### src/legacy_mode_pkg.sv
package legacy_mode_pkg;

   // ==========================================================
   // mode field encodings
   // ==========================================================
   localparam logic [4:0] MODE_USER_LEGACY = 5'h00;
   localparam logic [4:0] MODE_FIQ_LEGACY = 5'h01;
   localparam logic [4:0] MODE_IRQ_LEGACY = 5'h02;
   localparam logic [4:0] MODE_SVC_LEGACY = 5'h03;
   localparam logic [4:0] MODE_USER32 = 5'h10;
   localparam logic [4:0] MODE_FIQ32 = 5'h11;
   localparam logic [4:0] MODE_IRQ32 = 5'h12;
   localparam logic [4:0] MODE_SVC32 = 5'h13;
   localparam logic [4:0] MODE_ABT32 = 5'h17;
   localparam logic [4:0] MODE_UND32 = 5'h1B;
   localparam logic [4:0] RESET_MODE = MODE_SVC32;

   // ==========================================================
   // field positions
   // ==========================================================
   localparam int MODE_LSB = 0;
   localparam int MODE_MSB = 4;
   localparam int LEGACY_BIT = 4;
   localparam int FIQ_DIS_BIT = 6;
   localparam int IRQ_DIS_BIT = 7;
   localparam int MERGE_FIQ_BIT = 26;
   localparam int MERGE_IRQ_BIT = 27;
   localparam int FLAGS_LSB = 28;
   localparam int PC_MSB = 25;
   localparam int PC_LSB = 2;
   localparam logic [31:0] RESET_STATUS = 32'h000000D3;

   // ==========================================================
   // exception vector region and legacy space
   // ==========================================================
   localparam logic [31:0] VECTOR_LO = 32'h00000000;
   localparam logic [31:0] VECTOR_HI = 32'h0000001F;

   // ==========================================================
   // register bus map
   // ==========================================================
   localparam logic [3:0] ADDR_CTRL = 4'h0;
   localparam logic [3:0] ADDR_STATUS_WORD = 4'h1;
   localparam logic [3:0] ADDR_SAVED_WORD = 4'h2;
   localparam logic [3:0] ADDR_LINK = 4'h3;
   localparam logic [3:0] ADDR_PC_VIEW = 4'h4;
   localparam logic [3:0] ADDR_EVENTS = 4'h5;
   localparam logic [3:0] ADDR_MASK = 4'h6;
   localparam logic [3:0] ADDR_BANK = 4'h7;
   localparam int CTRL_CFG26_BIT = 0;
   localparam int EV_ADDR_EXC = 0;
   localparam int EV_VEC_ABORT = 1;
   localparam int EV_EXCEPTION = 2;
   localparam int EV_BARRIER = 3;
   localparam int EV_MODE_ERR = 4;
   localparam int EV_WIDTH = 5;

   // ==========================================================
   // request carriers
   // ==========================================================
   typedef struct packed {
      logic valid;
      logic write;
      logic [31:0] addr;
   } mem_req_t;

   typedef struct packed {
      logic valid;
      logic to_saved;
      logic [31:0] data;
   } status_write_t;

   typedef struct packed {
      logic valid;
      logic [4:0] target_mode;
      logic is_trap;
      logic [31:0] return_pc;
   } exc_req_t;

endpackage

### src/legacy_bank_select.sv
`timescale 1ns/100ps
`default_nettype none
// ============================================================
// bank selector: which banked copy a mode uses
// ============================================================
module legacy_bank_select
   import legacy_mode_pkg::*;
(
   input wire logic [4:0] mode,
   output logic [1:0] bank_r13_14,
   output logic fiq_bank_r8_12,
   output logic has_saved
);
   // per-mode banking
   // legacy user banks nothing; fiq banks 8..14; irq and svc 13..14
   always_comb begin
      bank_r13_14 = 2'h0;
      fiq_bank_r8_12 = 1'b0;
      has_saved = 1'b1;
      unique case (mode[3:0])
         MODE_FIQ_LEGACY[3:0]: begin
            bank_r13_14 = 2'h1;
            fiq_bank_r8_12 = 1'b1;
         end
         MODE_IRQ_LEGACY[3:0]: bank_r13_14 = 2'h2;
         MODE_SVC_LEGACY[3:0]: bank_r13_14 = 2'h3;
         default: has_saved = (mode != MODE_USER32) && mode[LEGACY_BIT];
      endcase
      if (mode == MODE_USER_LEGACY) begin
         has_saved = 1'b0;
      end
   end
endmodule
`default_nettype wire

### src/legacy_26bit_mode_control.sv
// Operation
// - 32-bit config, legacy mode: no address exception
// - 26-bit config still raises address exceptions
// - status moves work in legacy modes
// - exceptions switch to matching 32-bit mode
// - saved link holds program counter only
// - legacy writes to vectors abort, blocked
// - I at 27, F at 26 in PC
// - mode codes 0..3 enter legacy modes
// - legacy banking: fiq 8-14, irq/svc 13-14
// - privileged legacy code may enter 32-bit
// - software trap performs instruction barrier
// - both barriers flush everything
//
// Decided for this implementation: strobed register access and the register offsets.
`timescale 1ns/100ps
`default_nettype none
module legacy_26bit_mode_control
   import legacy_mode_pkg::*;
(
   input wire logic sys_clk,
   input wire logic rst_n,
   input wire mem_req_t mem_req,
   input wire status_write_t status_wr,
   input wire exc_req_t exc_req,
   input wire logic barrier_req,
   input wire logic ranged_barrier_req,
   input wire logic [3:0] reg_addr,
   input wire logic [31:0] reg_wdata,
   input wire logic reg_write,
   input wire logic reg_read,
   output logic [31:0] reg_rdata,
   output logic mem_pass,
   output logic data_abort,
   output logic address_exception,
   output logic stream_flush,
   output logic [31:0] link_register,
   output logic [31:0] current_status_word,
   output logic [31:0] saved_status_word,
   output logic [31:0] program_counter_register,
   output logic [4:0] active_mode,
   output logic irq
);
   // ============================================================
   // state
   // ============================================================
   logic cfg26, next_cfg26;
   logic [31:0] status, next_status;
   logic [31:0] saved_bank [4];
   logic [31:0] next_saved_bank [4];
   logic [31:0] link, next_link;
   logic [31:0] pc, next_pc;
   logic [EV_WIDTH-1:0] events, next_events;
   logic [EV_WIDTH-1:0] mask, next_mask;
   logic [31:0] rdata, next_rdata;
   logic pass_q, abort_q, aexc_q, flush_q;
   logic next_pass, next_abort, next_aexc, next_flush;
   logic irq_q;
   logic [1:0] bank_r13_14;
   logic fiq_bank;
   logic has_saved;
   logic [1:0] saved_idx;
   logic [4:0] cur_mode;
   logic legacy;
   logic privileged;
   logic in_vectors;
   logic out_of_legacy;
   logic [EV_WIDTH-1:0] ev_set;
   // registered copies of the two computed views
   logic [31:0] saved_q;
   logic [31:0] pc_view_q;
   logic [1:0] next_bank_idx;
   logic [4:0] wr_mode;
   logic wr_mode_ok;

   assign cur_mode = status[MODE_MSB:MODE_LSB];
   assign legacy = ~cur_mode[LEGACY_BIT];
   assign privileged = (cur_mode != MODE_USER_LEGACY) &&
      (cur_mode != MODE_USER32);

   legacy_bank_select u_bank (
      .mode(cur_mode),
      .bank_r13_14(bank_r13_14),
      .fiq_bank_r8_12(fiq_bank),
      .has_saved(has_saved)
   );

   // bank of the mode that the next edge makes current, so the saved
   // word output can come straight from a flip-flop
   legacy_bank_select u_next_bank (
      .mode(next_status[MODE_MSB:MODE_LSB]),
      .bank_r13_14(next_bank_idx),
      .fiq_bank_r8_12(),
      .has_saved()
   );

   // saved word slot: legacy modes share their 32-bit twin's copy
   assign saved_idx = bank_r13_14;

   // ============================================================
   // memory access checking
   // ============================================================
   assign in_vectors = (mem_req.addr >= VECTOR_LO) &&
      (mem_req.addr <= VECTOR_HI);
   // legacy space is 26 address bits; anything above is out of range
   assign out_of_legacy = |mem_req.addr[31:PC_MSB+1];

   // decoded mode written by a move-to-status
   assign wr_mode = status_wr.data[MODE_MSB:MODE_LSB];
   always_comb begin
      wr_mode_ok = 1'b0;
      unique case (wr_mode)
         MODE_USER_LEGACY, MODE_FIQ_LEGACY, MODE_IRQ_LEGACY,
         MODE_SVC_LEGACY, MODE_USER32, MODE_FIQ32, MODE_IRQ32,
         MODE_SVC32, MODE_ABT32, MODE_UND32: wr_mode_ok = 1'b1;
         default: wr_mode_ok = 1'b0;
      endcase
   end

   // one process computes all next values of the control state
   always_comb begin
      next_cfg26 = cfg26;
      next_status = status;
      next_saved_bank = saved_bank;
      next_link = link;
      next_pc = pc;
      next_mask = mask;
      next_rdata = 32'h00000000;
      next_pass = 1'b0;
      next_abort = 1'b0;
      next_aexc = 1'b0;
      next_flush = 1'b0;
      ev_set = '0;

      if (mem_req.valid) begin
         if (mem_req.write && legacy && in_vectors) begin
            next_abort = 1'b1;
            ev_set[EV_VEC_ABORT] = 1'b1;
         end else if (legacy && cfg26 && out_of_legacy) begin
            // address exception kept
            // legacy space overflow only faults in the 26-bit config
            next_aexc = 1'b1;
            ev_set[EV_ADDR_EXC] = 1'b1;
         end else begin
            next_pass = 1'b1;
         end
      end

      if (status_wr.valid) begin
         if (status_wr.to_saved) begin
            if (has_saved) begin
               next_saved_bank[saved_idx] = status_wr.data;
            end
         end else if (!privileged) begin
            // user may only touch the flags
            next_status[31:FLAGS_LSB] = status_wr.data[31:FLAGS_LSB];
         end else if (wr_mode_ok) begin
            next_status = status_wr.data;
         end else begin
            ev_set[EV_MODE_ERR] = 1'b1;
         end
      end

      // an exception overrides the mode field of a status move in the same cycle; the move's other bits still land
      if (exc_req.valid) begin
         next_status[MODE_MSB:MODE_LSB] = exc_req.target_mode;
         next_status[LEGACY_BIT] = 1'b1;
         next_saved_bank[exc_req.target_mode[1:0]] = status;
         next_link = legacy ?
            {6'h00, exc_req.return_pc[PC_MSB:PC_LSB], 2'h0} :
            exc_req.return_pc;
         next_pc = exc_req.return_pc;
         ev_set[EV_EXCEPTION] = 1'b1;
         if (exc_req.is_trap) begin
            next_flush = 1'b1;
            ev_set[EV_BARRIER] = 1'b1;
         end
      end

      if (barrier_req || ranged_barrier_req) begin
         next_flush = 1'b1;
         ev_set[EV_BARRIER] = 1'b1;
      end

      // register bus writes
      if (reg_write) begin
         unique case (reg_addr)
            ADDR_CTRL: next_cfg26 = reg_wdata[CTRL_CFG26_BIT];
            ADDR_MASK: next_mask = reg_wdata[EV_WIDTH-1:0];
            ADDR_PC_VIEW: next_pc = reg_wdata;
            default: ;
         endcase
      end

      // register bus reads, answered in the following cycle
      if (reg_read) begin
         unique case (reg_addr)
            ADDR_CTRL: next_rdata[CTRL_CFG26_BIT] = cfg26;
            ADDR_STATUS_WORD: next_rdata = status;
            ADDR_SAVED_WORD: next_rdata = saved_bank[saved_idx];
            ADDR_LINK: next_rdata = link;
            ADDR_PC_VIEW: next_rdata = merged_view(pc, status);
            ADDR_EVENTS: next_rdata[EV_WIDTH-1:0] = events;
            ADDR_MASK: next_rdata[EV_WIDTH-1:0] = mask;
            ADDR_BANK: next_rdata = {27'h0000000, has_saved,
               fiq_bank, bank_r13_14, legacy};
            default: next_rdata = 32'h00000000;
         endcase
      end

      // sticky events: set wins over a write-one clear
      next_events = events;
      if (reg_write && reg_addr == ADDR_EVENTS) begin
         next_events = events & ~reg_wdata[EV_WIDTH-1:0];
      end
      next_events = next_events | ev_set;
   end

   // ============================================================
   // merged program counter view
   // ============================================================
   // I bit 27, F bit 26
   function automatic logic [31:0] merged_view(
      input logic [31:0] p,
      input logic [31:0] s
   );
      logic [31:0] v;
      v = p;
      if (!s[LEGACY_BIT]) begin
         v[31:FLAGS_LSB] = s[31:FLAGS_LSB];
         v[MERGE_IRQ_BIT] = s[IRQ_DIS_BIT];
         v[MERGE_FIQ_BIT] = s[FIQ_DIS_BIT];
         v[1:0] = s[1:0];
      end
      merged_view = v;
   endfunction

   // ============================================================
   // registers
   // ============================================================
   always_ff @(posedge sys_clk) begin
      if (!rst_n) begin
         cfg26 <= 1'b0;
         status <= RESET_STATUS;
         for (int i = 0; i < 4; i++) begin
            saved_bank[i] <= 32'h00000000;
         end
         link <= 32'h00000000;
         pc <= 32'h00000000;
         events <= '0;
         mask <= '0;
         rdata <= 32'h00000000;
         pass_q <= 1'b0;
         abort_q <= 1'b0;
         aexc_q <= 1'b0;
         flush_q <= 1'b0;
         irq_q <= 1'b0;
         saved_q <= 32'h00000000;
         pc_view_q <= 32'h00000000;
      end else begin
         cfg26 <= next_cfg26;
         status <= next_status;
         saved_bank <= next_saved_bank;
         link <= next_link;
         pc <= next_pc;
         events <= next_events;
         mask <= next_mask;
         rdata <= next_rdata;
         pass_q <= next_pass;
         abort_q <= next_abort;
         aexc_q <= next_aexc;
         flush_q <= next_flush;
         irq_q <= |(next_events & next_mask);
         saved_q <= next_saved_bank[next_bank_idx];
         pc_view_q <= merged_view(next_pc, next_status);
      end
   end

   // outputs straight from flip-flops
   assign reg_rdata = rdata;
   assign mem_pass = pass_q;
   assign data_abort = abort_q;
   assign address_exception = aexc_q;
   assign stream_flush = flush_q;
   assign link_register = link;
   assign current_status_word = status;
   assign saved_status_word = saved_q;
   assign program_counter_register = pc_view_q;
   assign active_mode = status[MODE_MSB:MODE_LSB];
   assign irq = irq_q;
endmodule
`default_nettype wire

### config.mk
export PLATFORM = sky130hd
export DESIGN_NAME = legacy_26bit_mode_control
export DESIGN_NICKNAME = d
export VERILOG_FILES = /design/src/legacy_mode_pkg.sv /design/src/legacy_bank_select.sv /design/src/legacy_26bit_mode_control.sv
export SDC_FILE = /design/constraint.sdc
export NUM_CORES = 1
export LEC_CHECK = 0
export BUFFER_PORTS_ARGS = -buffer_cell sky130_fd_sc_hd__clkbuf_2
export CORE_ASPECT_RATIO = 0.7
export CORE_MARGIN = 2
export CORE_UTILIZATION = 35
export CTS_CLUSTER_SIZE = 24
export DETAILED_ROUTE_END_ITERATION = 10
export PLACE_DENSITY = 0.59
export RECOVER_POWER = 25
export SKIP_CTS_REPAIR_TIMING = 1
export SLEW_MARGIN = 30
export SYNTH_ARGS = -nofsm -noshare
export SYNTH_HDL_FRONTEND = slang
export SYNTH_SLANG_ARGS = --single-unit
### constraint.sdc
create_clock -name sys_clk -period 4.2 [get_ports sys_clk]
set_input_delay 0.84 -clock sys_clk [delete_from_list [all_inputs] [get_ports sys_clk]]
set_output_delay 0.84 -clock sys_clk [all_outputs]
set_load 0.05 [all_outputs]
* After elaboration in Yosys (flattened, before gate mapping)
Memory sizes are Yosys's and may differ from the RTL's. Index checks and enable logic that the tools add are counted. Widths: inputs -> output; s select.
Operators by class: multiplexer cells 55, eq/ne operators 14, magnitude comparators 7, bitwise gates (word level) 11, reductions and logical operators 22
Operators with widths (count):
- $mux 128 | 4
- $mux 32 | 13
- $bwmux 128 | 2
- $bmux 32 s2 | 2
- $demux 32 s2 | 2
- $pmux 27 s4 | 1
- $ge 32x1->1 const B | 1
- $le 32x5->1 const B | 1
- $mux 28 | 1
- $pmux 4 s7 | 1
- $eq 4x2->1 const B | 6
- $mux 5 | 4
- $eq 4x3->1 const B | 4
- $mux 1 | 15
- $eq 4x1->1 const B | 3
- $mux 6 | 2
- $pmux 2 s3 | 2
- $and 5x5->5 | 2
- $logic_and 1x1->1 | 10
- $ge 3x3->1 const B | 3
- $not 2->3 | 3
- $mux 2 | 4
- $pmux 1 s8 | 1
- $lt 3x1->1 const B | 2
- 14 further kinds | 20
Storage, ports and cells: input port bits 149, flip-flop bits (word level) 336, word-level logic and storage cells 129, memory bits (read-only) 32, memories 1, output and inout port bits 170
Memories:
- (no name shown) | depth 32, bits a word 1, read ports 1, clocked after memory_dff 0, wr ports 0, line legacy_26bit_mode_control.sv:112 | unique case (wr_mode)

* Longest topological paths before layout
depth in word-level cells 16, depth in mapped cells 10, gate-level depth less buffers 6

* By module
From an unflattened synthesis, not the netlist that was laid out.
Second synthesis, totals: cells, all modules 1781, area total of the unflattened synthesis 15225.9 um2
Modules (own cells, without submodules):
- legacy_26bit_mode_control | area an instance 15135.8 um2, seq. area each 6246.0 um2, instances 1, cells each 1769
- legacy_bank_select | area an instance 45.0 um2, seq. area each 0.0 um2, instances 2, cells each 6

* Least setup slack after synthesis
No wires, ideal clock.
kind input -> register, from input port status_wr[4] (netlist name), to register saved_q[30], in the netlist saved_status_word[30], data required time 4056 ps, buffers on the path 3, slack 1377 ps, cell stages on the path 8, arrival time 2679 ps, setup time 144 ps, cells stage by stage buf_2 > nand4b_1 > and3_1 > o41ai_2 > a311o_1 > clkbuf_1 > clkbuf_1 > o211ai_1
Between the ends: cells in the longest elaborated chain, start to end 12, elaborated cells on any way between the ends 14, those cells by class eq/ne: 3; mux: 9; bitwise: 1; memory: 1
RTL lines:
- from (decl) | line legacy_26bit_mode_control.sv:24 | input wire status_write_t status_wr,
- $mem_v2 32x1 (*)
- $mux 32 (*) | line legacy_26bit_mode_control.sv:157 | end else if (wr_mode_ok) begin
- $mux 28 (*) | line legacy_26bit_mode_control.sv:154 | end else if (!privileged) begin
- $mux 32 (*) | line legacy_26bit_mode_control.sv:150 | if (status_wr.to_saved) begin
- $mux 32 (*) | line legacy_26bit_mode_control.sv:149 | if (status_wr.valid) begin
- $mux 5 (*) | line legacy_26bit_mode_control.sv:165 | if (exc_req.valid) begin
- $eq 4x2->1 or $eq 4x1->1 (tied branches)
- $pmux 2 s3 (*) | line legacy_bank_select.sv:20 | unique case (mode[3:0])
- $not 2->3 (not written as such) (*) | line legacy_26bit_mode_control.sv:274 | saved_q <= next_saved_bank[next_bank_idx];
- $bmux 32 s2 (*) | line legacy_26bit_mode_control.sv:274
- $mux 32 (not written as such) (*) (2 in a row) | line legacy_26bit_mode_control.sv:274
- to (signal assigned) | line legacy_26bit_mode_control.sv:274
- to (decl) | line legacy_26bit_mode_control.sv:70 | logic [31:0] saved_q;
Every way passes the cells marked *; elsewhere a longest branch is shown, timed or not. The select of a mux whose other input is x is not followed. A chain may end at the register's enable or synchronous reset.

* Worst setup path after layout
from register status[0], in the netlist current_status_word[0], to output port current_status_word[0]
RTL lines:
- from (decl) | line legacy_26bit_mode_control.sv:48 | logic [31:0] status, next_status;
- from (signal assigned) | line legacy_26bit_mode_control.sv:262 | status <= next_status;
- to (decl) | line legacy_26bit_mode_control.sv:38 | output logic [31:0] current_status_word,
No word-level cell between the ends.

==> out/qor.txt <==
Status = completed
Post-synthesis register bit count = 312
Worst IR drop on VDD = 0.259 mV
# DRC = 0
Worst setup margin = 0.876 ns
EDFF count, synth = 0
Worst-Skew Late Latency = 0.53 ns
Worst setup SP type = flip-flop
Post-route ant nets = 0
Vias in the first global route = 13900
Port bufs = 312
Storage element area = 0.00625 mm2
CTS max path bufs = 3
Final Hold Viols = 0
DR vias = 14500
Area growth, synth to finish = 20.1%
Setup violators final = 0
Synth unique cells = 65
Arrival time at the worst endpoint = 2.48 ns
Placed inst area = 0.0174 mm2
Core Box Area = 0.0435 mm2
RSZ-0062 raised after global routing = false
Die ar. = 0.0456 mm2
DR pass1 iterations = 8
Number of CTS-inserted buffers = 35
Synth Area per Inst = 8.80 um2
Clock Pin Slew Worst Setup and Hold Paths = 0.06 ns
Max-cap violation count = 0
Top FF cell, synth = dfxtp_1
Die height = 179 um
Sink Count = 312
Final setup skew = 0.0136 ns
CP endpoint kind = output port
Initial Util = 35.3%
Ys async rst share = 0%
Dpl cells = 2512
Die W = 254 um
Seq/Total Area, Yosys = 40.7%
Yosys warnings = 0
Pre-CTS setup slack = 0.873 ns
Critical R2R Launch = current_status_word[3]
Root Buffer = clkbuf_16
Iter 0 DRT Violations = 1395
Share of cells above drive strength 1 = 21.0%
Worst Tran Pin Value = 1.20 ns
Hold Path Class = flip-flop to flip-flop
Initial antenna violation count = 3
Multi-input logic area = 0.00827 mm2
CTS tree = yes
Routability cong. = 0.865
Min Hold Slack = 0.482 ns
Syn Nets = 1893
I/O pins = 319
Post-DR vias/cell = 5.64
F_max = 301 MHz
GRT Resource Usage Total = 24.6%
Mapped Cells = 1744
LEAKAGE = 7.41 nW
H-Tree Depth = 2
Period utilization = 79.2%
Drt total wl = 57700 um
Largest net degree at the start of global routing = 77
Slew margin rel. = 20.3%
First-pass GRT wire length = 86000 um
DP HPWL = 37800 um
WS Path Type = flip-flop to output port
Final slew viol count = 0
Critical Path Start = current_status_word[0]
Final Cell Area = 0.0184 mm2
Worst-path fanout max = 62
Grt total ovfl = 0
Filler cell count = 4317
Cell Pwr Density = 425 mW/mm2
Final #Nets = 2104
Setup tns final = 0 ns
Wire per inst = 22.4 um
Minimum clock period = 3.32 ns
Post-Layout Cell Count = 2578
Worst Hold Launch = link_register[7]
Cell area after synthesis = 0.0154 mm2
Core Rows = 64
CP Data Required Time = 3.36 ns
## power breakdown
group	switching [mW]	internal, mW	leakage [nW]
registers	0.139	3.13	2.55
logic	0.997	0.417	4.28
clock network	1.26	1.88	0.577
total	2.40	5.43	7.41
## worst max-delay path: stages, from the launching register on
cell      delay, ns
dfxtp_4        0.74
buf_4          0.80
clkbuf_2       0.41
## cell usage in the layout, fill, tap and decap left out, types with 4 or more instances in the layout
master	instances
nor4_1	9
a211oi_2	11
nor2_1	266
dfxtp_1	310
mux2i_1	225
o211ai_1	12
nor3_1	5
buf_12	6
o21ai_1	29
a21oi_1	101
clkinv_2	5
inv_1	16
clkbuf_16	37
nand2_1	97
clkbuf_2	218
a22oi_1	54
and3_1	4
clkbuf_8	8
nand2b_1	5
o211ai_2	30
a31oi_1	26
a22oi_2	19
a221oi_1	5
clkbuf_1	105
o21ai_0	71
nand3_1	36
mux2_2	6
nor2b_1	6
buf_4	40
a222oi_1	7
a211oi_1	136
## through the flow
step                power, mW  utilization, %
floorplan                4.27               -
global placement         4.71            39.8
detailed placement       4.74            40.0
CTS                      7.89            42.7
global route             8.12            42.4
finish                   7.83            42.4
## state kept, by name (all words and copies together), names as in the netlist
name / flops
saved_bank: 128
current_status_word: 32
link_register: 32
pc: 32
reg_rdata: 32
saved_status_word: 32
program_counter_register: 8
events: 5
mask: 5
address_exception: 1
cfg26: 1
data_abort: 1
irq: 1
mem_pass: 1
stream_flush: 1
## synthesized netlist by cell type, drive strengths merged, types with 2 or more instances
cell type,count,area [um2]
a22o,2,17.5
nor4,11,75.1
nand4b,2,17.5
a311oi,2,17.5
and4b,2,20.0
inv,17,63.8
dfxtp,312,6250
o21ai,100,500
nor3,8,62.6
and3,6,47.5
nor2b,6,37.5
mux2,6,67.6
o22ai,3,18.8
nor4b,2,17.5
mux2i,225,2250
a21o,2,15.0
a221oi,6,70.1
buf,70,444
nand2b,6,37.5
nand3,38,190
a211oi,148,1180
nor3b,3,22.5
a222oi,7,70.1
nor2,270,1010
a31oi,26,163
o211ai,42,465
nand4,3,18.8
and2,3,18.8
nand2,99,372
o31a,2,17.5
a21oi,101,505
o211a,3,30.0
clkbuf,117,439
a22oi,73,643
or2,6,37.5
## logic make-up after synthesis
family	share of synthesized area (%)
compound gates	24.9
buf+inv	6.17
flops	40.7
mux	15.1
simple gates	13.1
## layout make-up
type,count,share of cell area (%)
Multi-Input combinational cell,1228,44.9
Sequential cell,312,33.9
Timing Repair Buffer,361,10.4
Clock buffer,55,5.82
Tap cell,594,4.03
Clock inverter,8,0.509
Inverter,17,0.373
Antenna cell,3,0.0407
## path summary, 6_finish.rpt
path,end,slack (ns),depth (start not counted)
setup / recovery,current_status_word[0],0.88,2
hold / removal,reg_rdata[7],0.48,2
setup reg to reg,saved_status_word[30],0.90,7
hold reg to reg,reg_rdata[7],0.48,2
## metal layers
metal  global-route usage [%]  vias up  part of all wire (%)
li1                         -     6785                     -
met1                     33.8     7067                    44
met2                     38.2      610                    44
met3                     5.52       85                   8.7
met4                     8.04        0                   2.6
met5                        0        -                     0
(Power assumes the default switching activity.)
